==> config.mk <==
export PLATFORM = sky130hd
export DESIGN_NAME = acsc_top
export DESIGN_NICKNAME = d
export VERILOG_FILES = /design/src/hdl/acsc_pkg.sv /design/src/hdl/acsc_top.sv /design/src/hdl/acsc_settle_timer.sv /design/src/hdl/acsc_gain_map.sv
export SDC_FILE = /design/constraint.sdc
export NUM_CORES = 1
export LEC_CHECK = 0
export BUFFER_PORTS_ARGS = -buffer_cell sky130_fd_sc_hd__buf_2
export CAP_MARGIN = 10
export CORE_MARGIN = 3
export CORE_UTILIZATION = 55
export CTS_BUF_LIST = sky130_fd_sc_hd__clkbuf_16
export DETAILED_ROUTE_END_ITERATION = 12
export PLACE_DENSITY_LB_ADDON = 0.3
export SYNTH_ARGS = -nofsm -noshare
export SYNTH_HDL_FRONTEND = slang
export SYNTH_HIERARCHICAL = 1
export SYNTH_SLANG_ARGS = --single-unit
export TNS_END_PERCENT = 30
==> constraint.sdc <==
create_clock -name sys_clk -period 2.2 [get_ports sys_clk]
set_input_delay 0.22 -clock sys_clk [delete_from_list [all_inputs] [get_ports sys_clk]]
set_output_delay 0.22 -clock sys_clk [all_outputs]
set_load 0.01 [all_outputs]
==> src/hdl/acsc_pkg.sv <==
package acsc_pkg;

  // clock and settling timing
  localparam int unsigned CLK_PERIOD_NS   = 40;
  localparam int unsigned SETTLE_TIME_NS  = 10000;
  localparam int unsigned SETTLE_CYC      = (SETTLE_TIME_NS + CLK_PERIOD_NS - 1) / CLK_PERIOD_NS;
  localparam logic [15:0] SETTLE_CYC_W    = 16'(SETTLE_CYC);

  // local register offsets (byte offsets in the 256-byte register space)
  localparam logic [7:0]  OFS_SETUP       = 8'h00;
  localparam logic [7:0]  OFS_RESULT      = 8'h02;
  localparam logic [7:0]  OFS_STATUS      = 8'h04;
  localparam logic [7:0]  OFS_TRIGGER     = 8'h06;

  // setup register: reset value and writable bits
  localparam logic [15:0] SETUP_RST       = 16'h0000;
  localparam logic [15:0] SETUP_WR_MASK   = 16'h07FF;

  // status register bit positions
  localparam int unsigned STAT_CONV_BIT   = 0;
  localparam int unsigned STAT_SETTLE_BIT = 1;

  // highest channel usable in differential mode
  localparam logic [4:0]  DIFF_CHAN_MAX   = 5'h0F;

  typedef struct packed {
    logic [4:0] rsvd;
    logic       irq_request_enable;
    logic       pipelined_result_transfer;
    logic       auto_settle;
    logic [1:0] gain;
    logic       differential_select;
    logic [4:0] chan;
  } acsc_setup_t;

  typedef struct packed {
    logic [1:0] gain;
    logic       differential_select;
    logic [4:0] chan;
  } acsc_fe_t;

  typedef enum logic [1:0] {
    ST_IDLE,
    ST_AUTO_SETTLE,
    ST_CONV
  } acsc_state_t;

endpackage

==> src/hdl/acsc_top.sv <==
`timescale 1ns/1ps
// Functional notes
// (RQ1) setup register holds next conversion's configuration
// (RQ2) sequencer mode discards setup register writes
// (RQ3) bits 15:11 ignore writes, read zero
// (RQ4) bit 10 gates interrupt requests
// (RQ5) normal mode: request at settle end, conversion
// (RQ6) automatic mode: request only at conversion end
// (RQ7) pipeline off: result moves after conversion ends
// (RQ8) pipeline on: previous result moves during conversion
// (RQ9) normal mode: trigger write starts conversion
// (RQ10) host waits settling clear before trigger
// (RQ11) setup rewrite during conversion leaves it intact
// (RQ12) conversion pending clears only with valid result
// (RQ13) automatic mode: settle, then start by itself; a setup write made during a conversion never starts one
// (RQ14) gain code picks factor per build option
// (RQ15) reset clears all local registers to zero
// (RQ16) normal setup write sets settling pending
// (RQ17) conversion pending set by trigger or auto
// (RQ18) bit 5 differential, bits 4:0 channel
// (RQ19) gain table is a static build parameter
module acsc_top
  import acsc_pkg::*;
#(
  parameter bit GAIN_DECIMAL = 1'b1
)
(
  input  wire logic        sys_clk,
  input  wire logic        sys_rst,
  input  wire logic [7:0]  reg_addr,
  input  wire logic        reg_wr,
  input  wire logic        reg_rd,
  input  wire logic [15:0] reg_wdata,
  output logic      [15:0] reg_rdata,
  input  wire logic        seq_mode_en,
  output acsc_fe_t         fe_cfg,
  output logic      [3:0]  fe_gain_factor,
  output logic             fe_chan_ok,
  output logic             conv_start,
  input  wire logic        conv_done,
  input  wire logic [15:0] conv_data,
  output logic             irq_req
);

  acsc_setup_t setup_q;
  acsc_state_t state_q;
  logic [15:0] result_q;
  logic [15:0] held_q;
  logic        conv_busy_q;
  logic        pipe_run_q;
  logic        setup_wr;
  logic        trig_wr;
  logic        settle_restart;
  logic        settle_busy;
  logic        settle_done;
  logic        auto_go;
  logic [3:0]  gain_factor;
  logic        chan_ok;
  acsc_fe_t    fe_next;

  // write decodes; a setup write under sequencer mode never reaches the register
  assign setup_wr = reg_wr && reg_addr == OFS_SETUP && !seq_mode_en; // see RQ2
  // trigger only counts in normal mode and while no conversion runs
  assign trig_wr  = reg_wr && reg_addr == OFS_TRIGGER && !setup_q.auto_settle
                    && state_q == ST_IDLE; // see RQ9

  // any accepted setup write restarts settling, since the mux has moved
  assign settle_restart = setup_wr; // see RQ16
  assign auto_go        = state_q == ST_AUTO_SETTLE && settle_done; // see RQ13

  acsc_settle_timer u_settle (
    .sys_clk (sys_clk),
    .sys_rst (sys_rst),
    .restart (settle_restart),
    .busy_q  (settle_busy),
    .done_q  (settle_done)
  );

  assign fe_next = '{gain:                setup_q.gain,
                     differential_select: setup_q.differential_select,
                     chan:                setup_q.chan};

  acsc_gain_map #(
    .GAIN_DECIMAL (GAIN_DECIMAL)
  ) u_gain (
    .cfg         (fe_next),
    .gain_factor (gain_factor),
    .chan_ok     (chan_ok)
  );

  // setup register; reserved bits are masked so they never store (see RQ3)
  always_ff @(posedge sys_clk) begin
    if (sys_rst) begin
      setup_q <= acsc_setup_t'(SETUP_RST); // see RQ15
    end else if (setup_wr) begin
      setup_q <= acsc_setup_t'(reg_wdata & SETUP_WR_MASK); // see RQ1
    end
  end

  // conversion sequencer
  always_ff @(posedge sys_clk) begin
    if (sys_rst) begin
      state_q <= ST_IDLE;
    end else begin
      case (state_q)
        ST_IDLE: begin
          if (setup_wr && reg_wdata[8]) begin
            state_q <= ST_AUTO_SETTLE; // see RQ13
          end else if (trig_wr) begin
            state_q <= ST_CONV; // see RQ9
          end
        end
        ST_AUTO_SETTLE: begin
          if (auto_go) begin
            state_q <= ST_CONV;
          end
        end
        ST_CONV: begin
          // a setup write here moves the front end but not the state, so an automatic setup written now never starts a conversion
          if (conv_done) begin
            state_q <= ST_IDLE; // see RQ11
          end
        end
        default: state_q <= ST_IDLE;
      endcase
    end
  end

  // conversion start pulse and its pipeline mode, captured so that a
  // later setup write cannot change how the running result is handled
  always_ff @(posedge sys_clk) begin
    if (sys_rst) begin
      conv_start <= 1'b0;
      pipe_run_q <= 1'b0;
    end else begin
      conv_start <= trig_wr || auto_go;
      if (trig_wr || auto_go) begin
        pipe_run_q <= setup_q.pipelined_result_transfer; // see RQ11
      end
    end
  end

  // conversion pending flag: set by trigger or automatic setup write,
  // cleared only once the result register holds valid data
  always_ff @(posedge sys_clk) begin
    if (sys_rst) begin
      conv_busy_q <= 1'b0;
    end else if (trig_wr || (setup_wr && reg_wdata[8] && state_q == ST_IDLE)) begin
      conv_busy_q <= 1'b1; // see RQ17
    end else if (state_q == ST_CONV && conv_done) begin
      conv_busy_q <= 1'b0; // see RQ12
    end
  end

  // result path: direct after the end, or the previous value at the start
  always_ff @(posedge sys_clk) begin
    if (sys_rst) begin
      result_q <= 16'h0000;
      held_q   <= 16'h0000;
    end else begin
      if (conv_start && pipe_run_q) begin
        result_q <= held_q; // see RQ8
      end else if (state_q == ST_CONV && conv_done && !pipe_run_q) begin
        result_q <= conv_data; // see RQ7
      end
      if (state_q == ST_CONV && conv_done) begin
        held_q <= conv_data;
      end
    end
  end

  // interrupt request pulse; settle end counts only in normal mode
  always_ff @(posedge sys_clk) begin
    if (sys_rst) begin
      irq_req <= 1'b0;
    end else begin
      irq_req <= setup_q.irq_request_enable // see RQ4
                 && ((settle_done && !setup_q.auto_settle) // see RQ5
                     || (state_q == ST_CONV && conv_done)); // see RQ6
    end
  end

  // front-end drive follows the setup register so settling starts at once
  always_ff @(posedge sys_clk) begin
    if (sys_rst) begin
      fe_cfg         <= '0;
      fe_gain_factor <= 4'h1;
      fe_chan_ok     <= 1'b1;
    end else begin
      fe_cfg         <= fe_next;
      fe_gain_factor <= gain_factor; // see RQ14
      fe_chan_ok     <= chan_ok; // see RQ18
    end
  end

  // read port: one cycle after the strobe; unmapped offsets read zero
  always_ff @(posedge sys_clk) begin
    if (sys_rst) begin
      reg_rdata <= 16'h0000;
    end else if (reg_rd) begin
      case (reg_addr)
        OFS_SETUP:  reg_rdata <= 16'(setup_q) & SETUP_WR_MASK; // see RQ3
        OFS_RESULT: reg_rdata <= result_q;
        OFS_STATUS: begin
          reg_rdata                  <= 16'h0000;
          reg_rdata[STAT_CONV_BIT]   <= conv_busy_q;
          // host must see this low before triggering in normal mode
          reg_rdata[STAT_SETTLE_BIT] <= settle_busy; // see RQ10
        end
        default:    reg_rdata <= 16'h0000;
      endcase
    end
  end

endmodule // acsc_top

==> src/hdl/acsc_settle_timer.sv <==
`timescale 1ns/1ps
// settling timer: a restart reloads the count, so the last setup write wins
module acsc_settle_timer
  import acsc_pkg::*;
(
  input  wire logic sys_clk,
  input  wire logic sys_rst,
  input  wire logic restart,
  output logic      busy_q,
  output logic      done_q
);

  logic [15:0] cnt_q;

  // count down from the settling figure; done is a one-cycle pulse
  always_ff @(posedge sys_clk) begin
    if (sys_rst) begin
      cnt_q  <= 16'h0000;
      busy_q <= 1'b0;
      done_q <= 1'b0;
    end else if (restart) begin
      cnt_q  <= SETTLE_CYC_W - 16'h0001;
      busy_q <= 1'b1;
      done_q <= 1'b0;
    end else if (busy_q && cnt_q == 16'h0000) begin
      busy_q <= 1'b0;
      done_q <= 1'b1;
    end else begin
      cnt_q  <= busy_q ? cnt_q - 16'h0001 : cnt_q;
      done_q <= 1'b0;
    end
  end

endmodule // acsc_settle_timer

==> src/hdl/acsc_gain_map.sv <==
`timescale 1ns/1ps
// gain code to amplifier factor, and channel legality for the input mode
module acsc_gain_map
  import acsc_pkg::*;
#(
  parameter bit GAIN_DECIMAL = 1'b1
)
(
  input  acsc_fe_t   cfg,
  output logic [3:0] gain_factor,
  output logic       chan_ok
);

  // build option is a static parameter, never a software setting (see RQ19)
  always_comb begin
    case (cfg.gain) // see RQ14
      2'b00:   gain_factor = 4'h1;
      2'b01:   gain_factor = 4'h2;
      2'b10:   gain_factor = GAIN_DECIMAL ? 4'h5 : 4'h4;
      2'b11:   gain_factor = GAIN_DECIMAL ? 4'hA : 4'h8;
      default: gain_factor = 4'h1;
    endcase
  end

  // differential pairs exist only on the lower sixteen channels
  assign chan_ok = !cfg.differential_select || (cfg.chan <= DIFF_CHAN_MAX); // see RQ18

endmodule // acsc_gain_map

Yosys cells after proc, flatten, opt, wreduce, memory -nomap -nowiden
Index checks and enable logic that the tools add are counted.
{ "classes": {"bitwise_logic": 1, "n_reduce_logical": 34, "add_sub_neg": 1, "n_lt_le_gt_ge": 1, "n_eq_ne": 12, "muxes": 17} }
{ "op_table": {"columns": ["cell", "count"], "rows": [
  ["$pmux 16 s3", 1],
  ["$mux 16", 2],
  ["$mux 8", 3],
  ["$eq 8x3->1 const B", 2],
  ["$logic_not 16->1", 1],
  ["$pmux 4 s4", 1],
  ["$sub 16x1->16 const B", 1],
  ["$logic_and 1x1->1", 14],
  ["$eq 8x2->1 const B", 1],
  ["$logic_not 8->1", 1],
  ["$mux 2", 4],
  ["$reduce_bool 2->1", 4],
  ["$eq 2x2->1 const B", 3],
  ["$ne 2x2->1 const B", 3],
  ["$pmux 2 s3", 1],
  ["$le 5x4->1 const B", 1],
  ["$mux 1", 5],
  ["$eq 2x1->1 const B", 2],
  ["$logic_not 1->1", 4],
  ["$logic_not 2->1", 2],
  ["$logic_or 1x1->1", 4],
  ["$reduce_and 2->1", 2],
  ["$ne 3x3->1 const B", 1],
  ["$reduce_and 3->1", 1],
  ["other kinds (2)", 2]
]} }
{ "word_totals": {"word_cells": 89, "input_bits": 46, "regBits": 96, "output_inout_bits": 31} }

Longest topological paths before layout
{ "depth": {"ltp_word": 7, "mapped_depth": 10, "ltp_nobuf": 7} }

Cells and area by module
The synthesis kept the hierarchy.
{ "by_module_without_submodules": {"columns": ["mod", "area_each_um2", "cells_each", "seq_area_each_um2", "instances"], "rows": [
  ["acsc_top", 3070.4, 333, 1561.5, 1],
  ["acsc_settle_timer", 1072.3, 123, 360.3, 1],
  ["acsc_gain_map", 23.8, 5, 0.0, 1]
]} }

Worst setup path after synthesis
No wires, ideal clock.
{ "synth_path": {"kind": "input to register", "from": "in reg_addr[3]", "to": "reg u_settle.cnt_q[5]", "setup_ns": 0.086, "cell_stages": 8, "required_ns": 2.114, "path_buffers": 3, "t_arrival_ns": 1.864, "path_slack_ns": 0.251, "cell_sequence": "nor4_4 nand4_2 buf_6 inv_1 clkbuf_1 clkbuf_1 nor3b_1 a211oi_1"} }
{ "synth_via": {"elab_chain_cells": 5, "word_cells_on_any_way": 7, "classes_between": "eq/ne (1); mux (1); reduce/logical (5)"} }
{ "synth_rtl": {"columns": ["item", "line_no", "rtl"], "rows": [
  ["start: declaration", "acsc_top.sv:30", "input wire logic [7:0] reg_addr,"],
  ["$logic_not 8->1 (*)", "acsc_top.sv:62", "assign setup_wr = reg_wr && reg_addr == OFS_SETUP && !seq_mode_en;"],
  ["$logic_and 1x1->1 (*) (2 in series)", "acsc_top.sv:62", null],
  ["via settle_restart", "acsc_top.sv:53", "logic settle_restart;"],
  ["$ne 2x2->1 (no line) or $reduce_bool 2->1 (tied branches)", null, null],
  ["$reduce_and 2->1 (no line)", null, null],
  ["end signal: assignment", "acsc_settle_timer.sv:22", "cnt_q <= SETTLE_CYC_W - 16'h0001;"],
  ["end signal: assignment", "acsc_settle_timer.sv:29", "cnt_q <= busy_q ? cnt_q - 16'h0001 : cnt_q;"],
  ["end: declaration", "acsc_settle_timer.sv:13", "logic [15:0] cnt_q;"]
]} }
The timed path passes the listed nets; every way through them passes the cells marked *.
A chain may end at the register's enable or synchronous reset.

Worst setup path in the final report
{ "layout_path": {"from": "reg u_settle.cnt_q[0]", "to": "reg u_settle.cnt_q[11]"} }
{ "layout_via": {"elab_chain_cells": 4, "word_cells_on_any_way": 5, "classes_between": "add/sub (1); bitwise (1); reduce/logical (3)"} }
{ "layout_rtl": {"columns": ["item"], "rows": [
  ["parallel branches: the longest is 4 deep, another holds $sub 16x1->16"]
]} }
Parallel ways; which one is timed is not known.

==> results.txt <==
The flow ran to the end, and the final reports show no timing, DRC or antenna violations. The setup violation total in the final timing report is 0. Sequential cells were found to cover 46.13% of the synthesized design area. Sorting the synthesized cells by how often they occur yields 96 x dfxtp_1, 64 x nand2_1, 56 x nor2_1. STA classifies the critical path endpoint as a flop.

Summing every instance area after synthesis gives 4166 µm². The total power divided by cell area came out at 688.4 nW/µm². The maximum resistive drop on vdd came out at 403.9 µV. The global-route wire length before repair came out at 16220 µm. The number of antenna diodes came out at 0. The initial core utilization is 57.14%. Clock-pin slew was measured on the worst setup and hold paths at 70 ps. Dividing the synthesized area by the synthesized cell count gives 9.038 µm².

The post-synthesis async set-or-reset flop share is 0%. The floorplan step defined a die boundary enclosing 8656 µm². The first element of the critical path is u_settle/cnt_q[0]$_SDFFE_PP0P_. The weighted congestion at the end of routability-driven global placement is 0.8830.

The filler cells instantiated in the layout total 631. The synthesized net count is 509. During synthesis, Yosys emitted a total of 6 warnings. The number of nets at the end of the flow is 569. The cell count after synthesis came out at 461.

The share of cell area taken by muxes after synthesis came out at 6.517%. TritonCTS built the clock tree. The growth of design area from synthesis to finish came out at 16.97%.

The final max-slew violation count was 0. The core area came out at 7292 µm². Dividing the detail-routed wire length by the instance count gives 15.78 µm.

At the worst endpoint, the required time is 2460 ps. The pin count of the biggest net entering global routing is 61. The number of synthesized register bits came out at 96. The H-tree depth came out at 3. Once routing completed, OpenROAD measured the worst setup slack at 303.7 ps. The number of antenna violations at the first check in global routing came to 0. The HPWL after detailed placement is 6821 µm. The worst hold path begins at reg_wdata[3]. After Yosys synthesis, full adders, half adders and majority gates account for 0.6006% of the synthesized area. The row count came out at 31. The number of hold-slack violations in the final timing report came out at 0. The number of instances in the placed design came out at 609. The number of DRC markers in iteration 0 came out at 253. Across all hold checks on the routed design, the worst slack comes to 119.1 ps. The beginning of the worst register-to-register path is u_settle/cnt_q[0]$_SDFFE_PP0P_. STA classifies the critical path startpoint as a flop. In the final layout, the share of cells above drive strength 1 is 24.52%. The clock period minus final worst setup slack is 1896 ps. The number of maximum-capacitance constraint violations is 0. The number of global-route vias before repair is 3272. In this run the remaining antenna-violating nets after routing total 0. The count of vias placed by the detailed router came out at 3597. The die is 93.04 µm wide. The headroom to the max-slew limit came out at 55.99%. The synthesized design spends more area on one cell type than any other, namely dfxtp_1. The post-route non-filler standard cell count came out at 625.

Across the routed clock network, the largest skew measured is 8.592 ps. The clock buffer count from CTS is 9. For this design, the sink count on the clock tree is 96. The clock tree root driver cell is clkbuf_16. The portion of the clock cycle consumed by the worst path in the final layout came out at 86.20%.

Summing all placed instances gives a cell area of 4586 µm². The synthesized netlist devotes 28.17% of its cell area to simple gates. The via count normalized by instance count is 5.755.

The transition time at the pin with the least slew margin is 660.2 ps. The maximum operating frequency is 527.3 MHz. Among all flip-flop cells after synthesis, the most frequent one is dfxtp_1. The number of hold-repair buffers added at the cts stage came out at 0.

The largest buffer count on any clock path came out at 2. The post-synthesis share of cell area spent on xor and xnor gates came out at 0%. The first-pass detailed-route iteration total came out at 6. The post-placement setup slack is 169.9 ps. After clock tree synthesis, the repair step resized 0 gates. By area, the combinational part of the netlist is dominated by simple AND/OR/NAND/NOR gates. The clock insertion delay at the later pin of the skew report came out at 340 ps. Summed over its instances, the top area cell type makes up 46.13% of the synthesized netlist area. Setup repair after global routing left no endpoint under its margin. The arrival time reported for the critical path endpoint is 2150 ps.

The most common cell in the netlist is dfxtp_1. In this run the worst hold path is classified as in2reg. The number of flops mapped to enable cells by yosys is 0.

The I/O pin total is 77. After synthesis, the cell types taking the most area are dfxtp_1 46%, nand2_1 5.8%, nor2_1 5.0%. Buffers placed on the I/O ports in this run total 71. The die is 93.04 µm tall. The number of remaining DRC errors came out at 0. The standby leakage power is 2.070 nW. The distinct cell type count of the synthesized netlist came out at 59. The critical path class is reg2reg. The global-route total usage across every layer came out at 23.64%.

The total negative slack came out at 0 ps. The leftover overflow at the end of global routing is 0. The compound-gate portion of the synthesized area is 13.66%. The count of buffers added by post-CTS timing repair for setup is 0. The finished cells cover 4873 µm². The final layout contains routed wiring with a total length of 9860 µm.

Along the worst path, the maximum fanout reaches 6.
-- cells by family (layout without fill, tap and decap cells) --
group,count (synthesis),in the layout
AO/OA/AOI/OAI,79,79
adder cells (fa/ha/maj),2,2
buffers and inverters,43,108
flip-flops,96,96
multiplexers,26,26
AND/OR/NAND/NOR,215,215
-- critical path, cell delays in order (launching register included) --
cell and delay (ps):
dfxtp_1 340, inv_1 130, ha_1 180, nor4b_1 460
nand3_1 310, nand4_1 190, mux2i_1 210
-- per-layer routing --
layer,vias up,wire length [µm],GRT usage (%),share of wire [%]
met2,112,4512,35.81,46
met4,0,159,7.814,1.6
met1,1711,4616,33.38,47
li1,1761,-,-,-
met5,-,0,0,0
met3,13,571,5.310,5.8
-- layout by cell type (no fill, tap or decap), types with 4 or more instances in the layout --
master and n:
a22oi_1 9, nor3_1 7, nand2_1 64, mux2_2 9, nor2_1 56, nor2b_1 12
buf_2 71, inv_1 10, nor4_1 4, a32oi_1 5, nand3_1 20, clkbuf_16 9
nor3b_1 4, buf_4 9, mux2i_1 17, dfxtp_1 96, a21oi_1 28, or3_1 5
nand4_1 5, a311oi_1 16, and3_1 4
-- flip-flops by register name, indices dropped and copies added (netlist names), 2 cells and up --
signal	cells
setup_q	3
u_settle/cnt_q	16
fe_next	8
state_q	2
fe_cfg	8
result_q	16
reg_rdata	16
held_q	16
fe_gain_factor	4
-- metrics by stage --
step	util, %	power [mW]
after floorplan	-	1.839
after global placement	62.89	1.901
after detailed placement	62.89	1.902
after CTS	66.83	3.385
after global routing	66.83	3.478
final	66.83	3.355
-- area by class of cell --
| cell class | count | area [µm²] | share of cell area [%] |
|---|---|---|---|
| clock buffer | 9 | 225.2 | 4.621 |
| clock inverter | 7 | 62.56 | 1.284 |
| inverter | 10 | 37.54 | 0.7702 |
| multi-input combinational | 322 | 2039 | 41.85 |
| sequential | 96 | 1922 | 39.44 |
| tap | 99 | 123.9 | 2.542 |
| timing repair buffer | 82 | 462.9 | 9.499 |
-- report_power, final --
| part | internal, mW | leakage (nW) | switching (mW) |
|---|---|---|---|
| logic | 0.0482 | 1.16 | 0.0781 |
| clock network | 0.792 | 0.138 | 0.698 |
| registers | 1.74 | 0.773 | 0.000767 |
| total | 2.58 | 2.07 | 0.777 |
-- path summary, 6_finish.rpt --
| kind | end | slack [ps] | cells past startpoint |
|---|---|---|---|
| setup / recovery | u_settle/cnt_q[11]$_SDFFE_PP0P_ | 300 | 6 |
| hold / removal | fe_next[3]$_SDFFE_PP0N_ | 120 | 3 |
| setup reg to reg | u_settle/cnt_q[11]$_SDFFE_PP0P_ | 300 | 6 |
| hold reg to reg | held_q[3]$_SDFFE_PP0P_ | 460 | 2 |
Power figures use the tool's default switching activity.
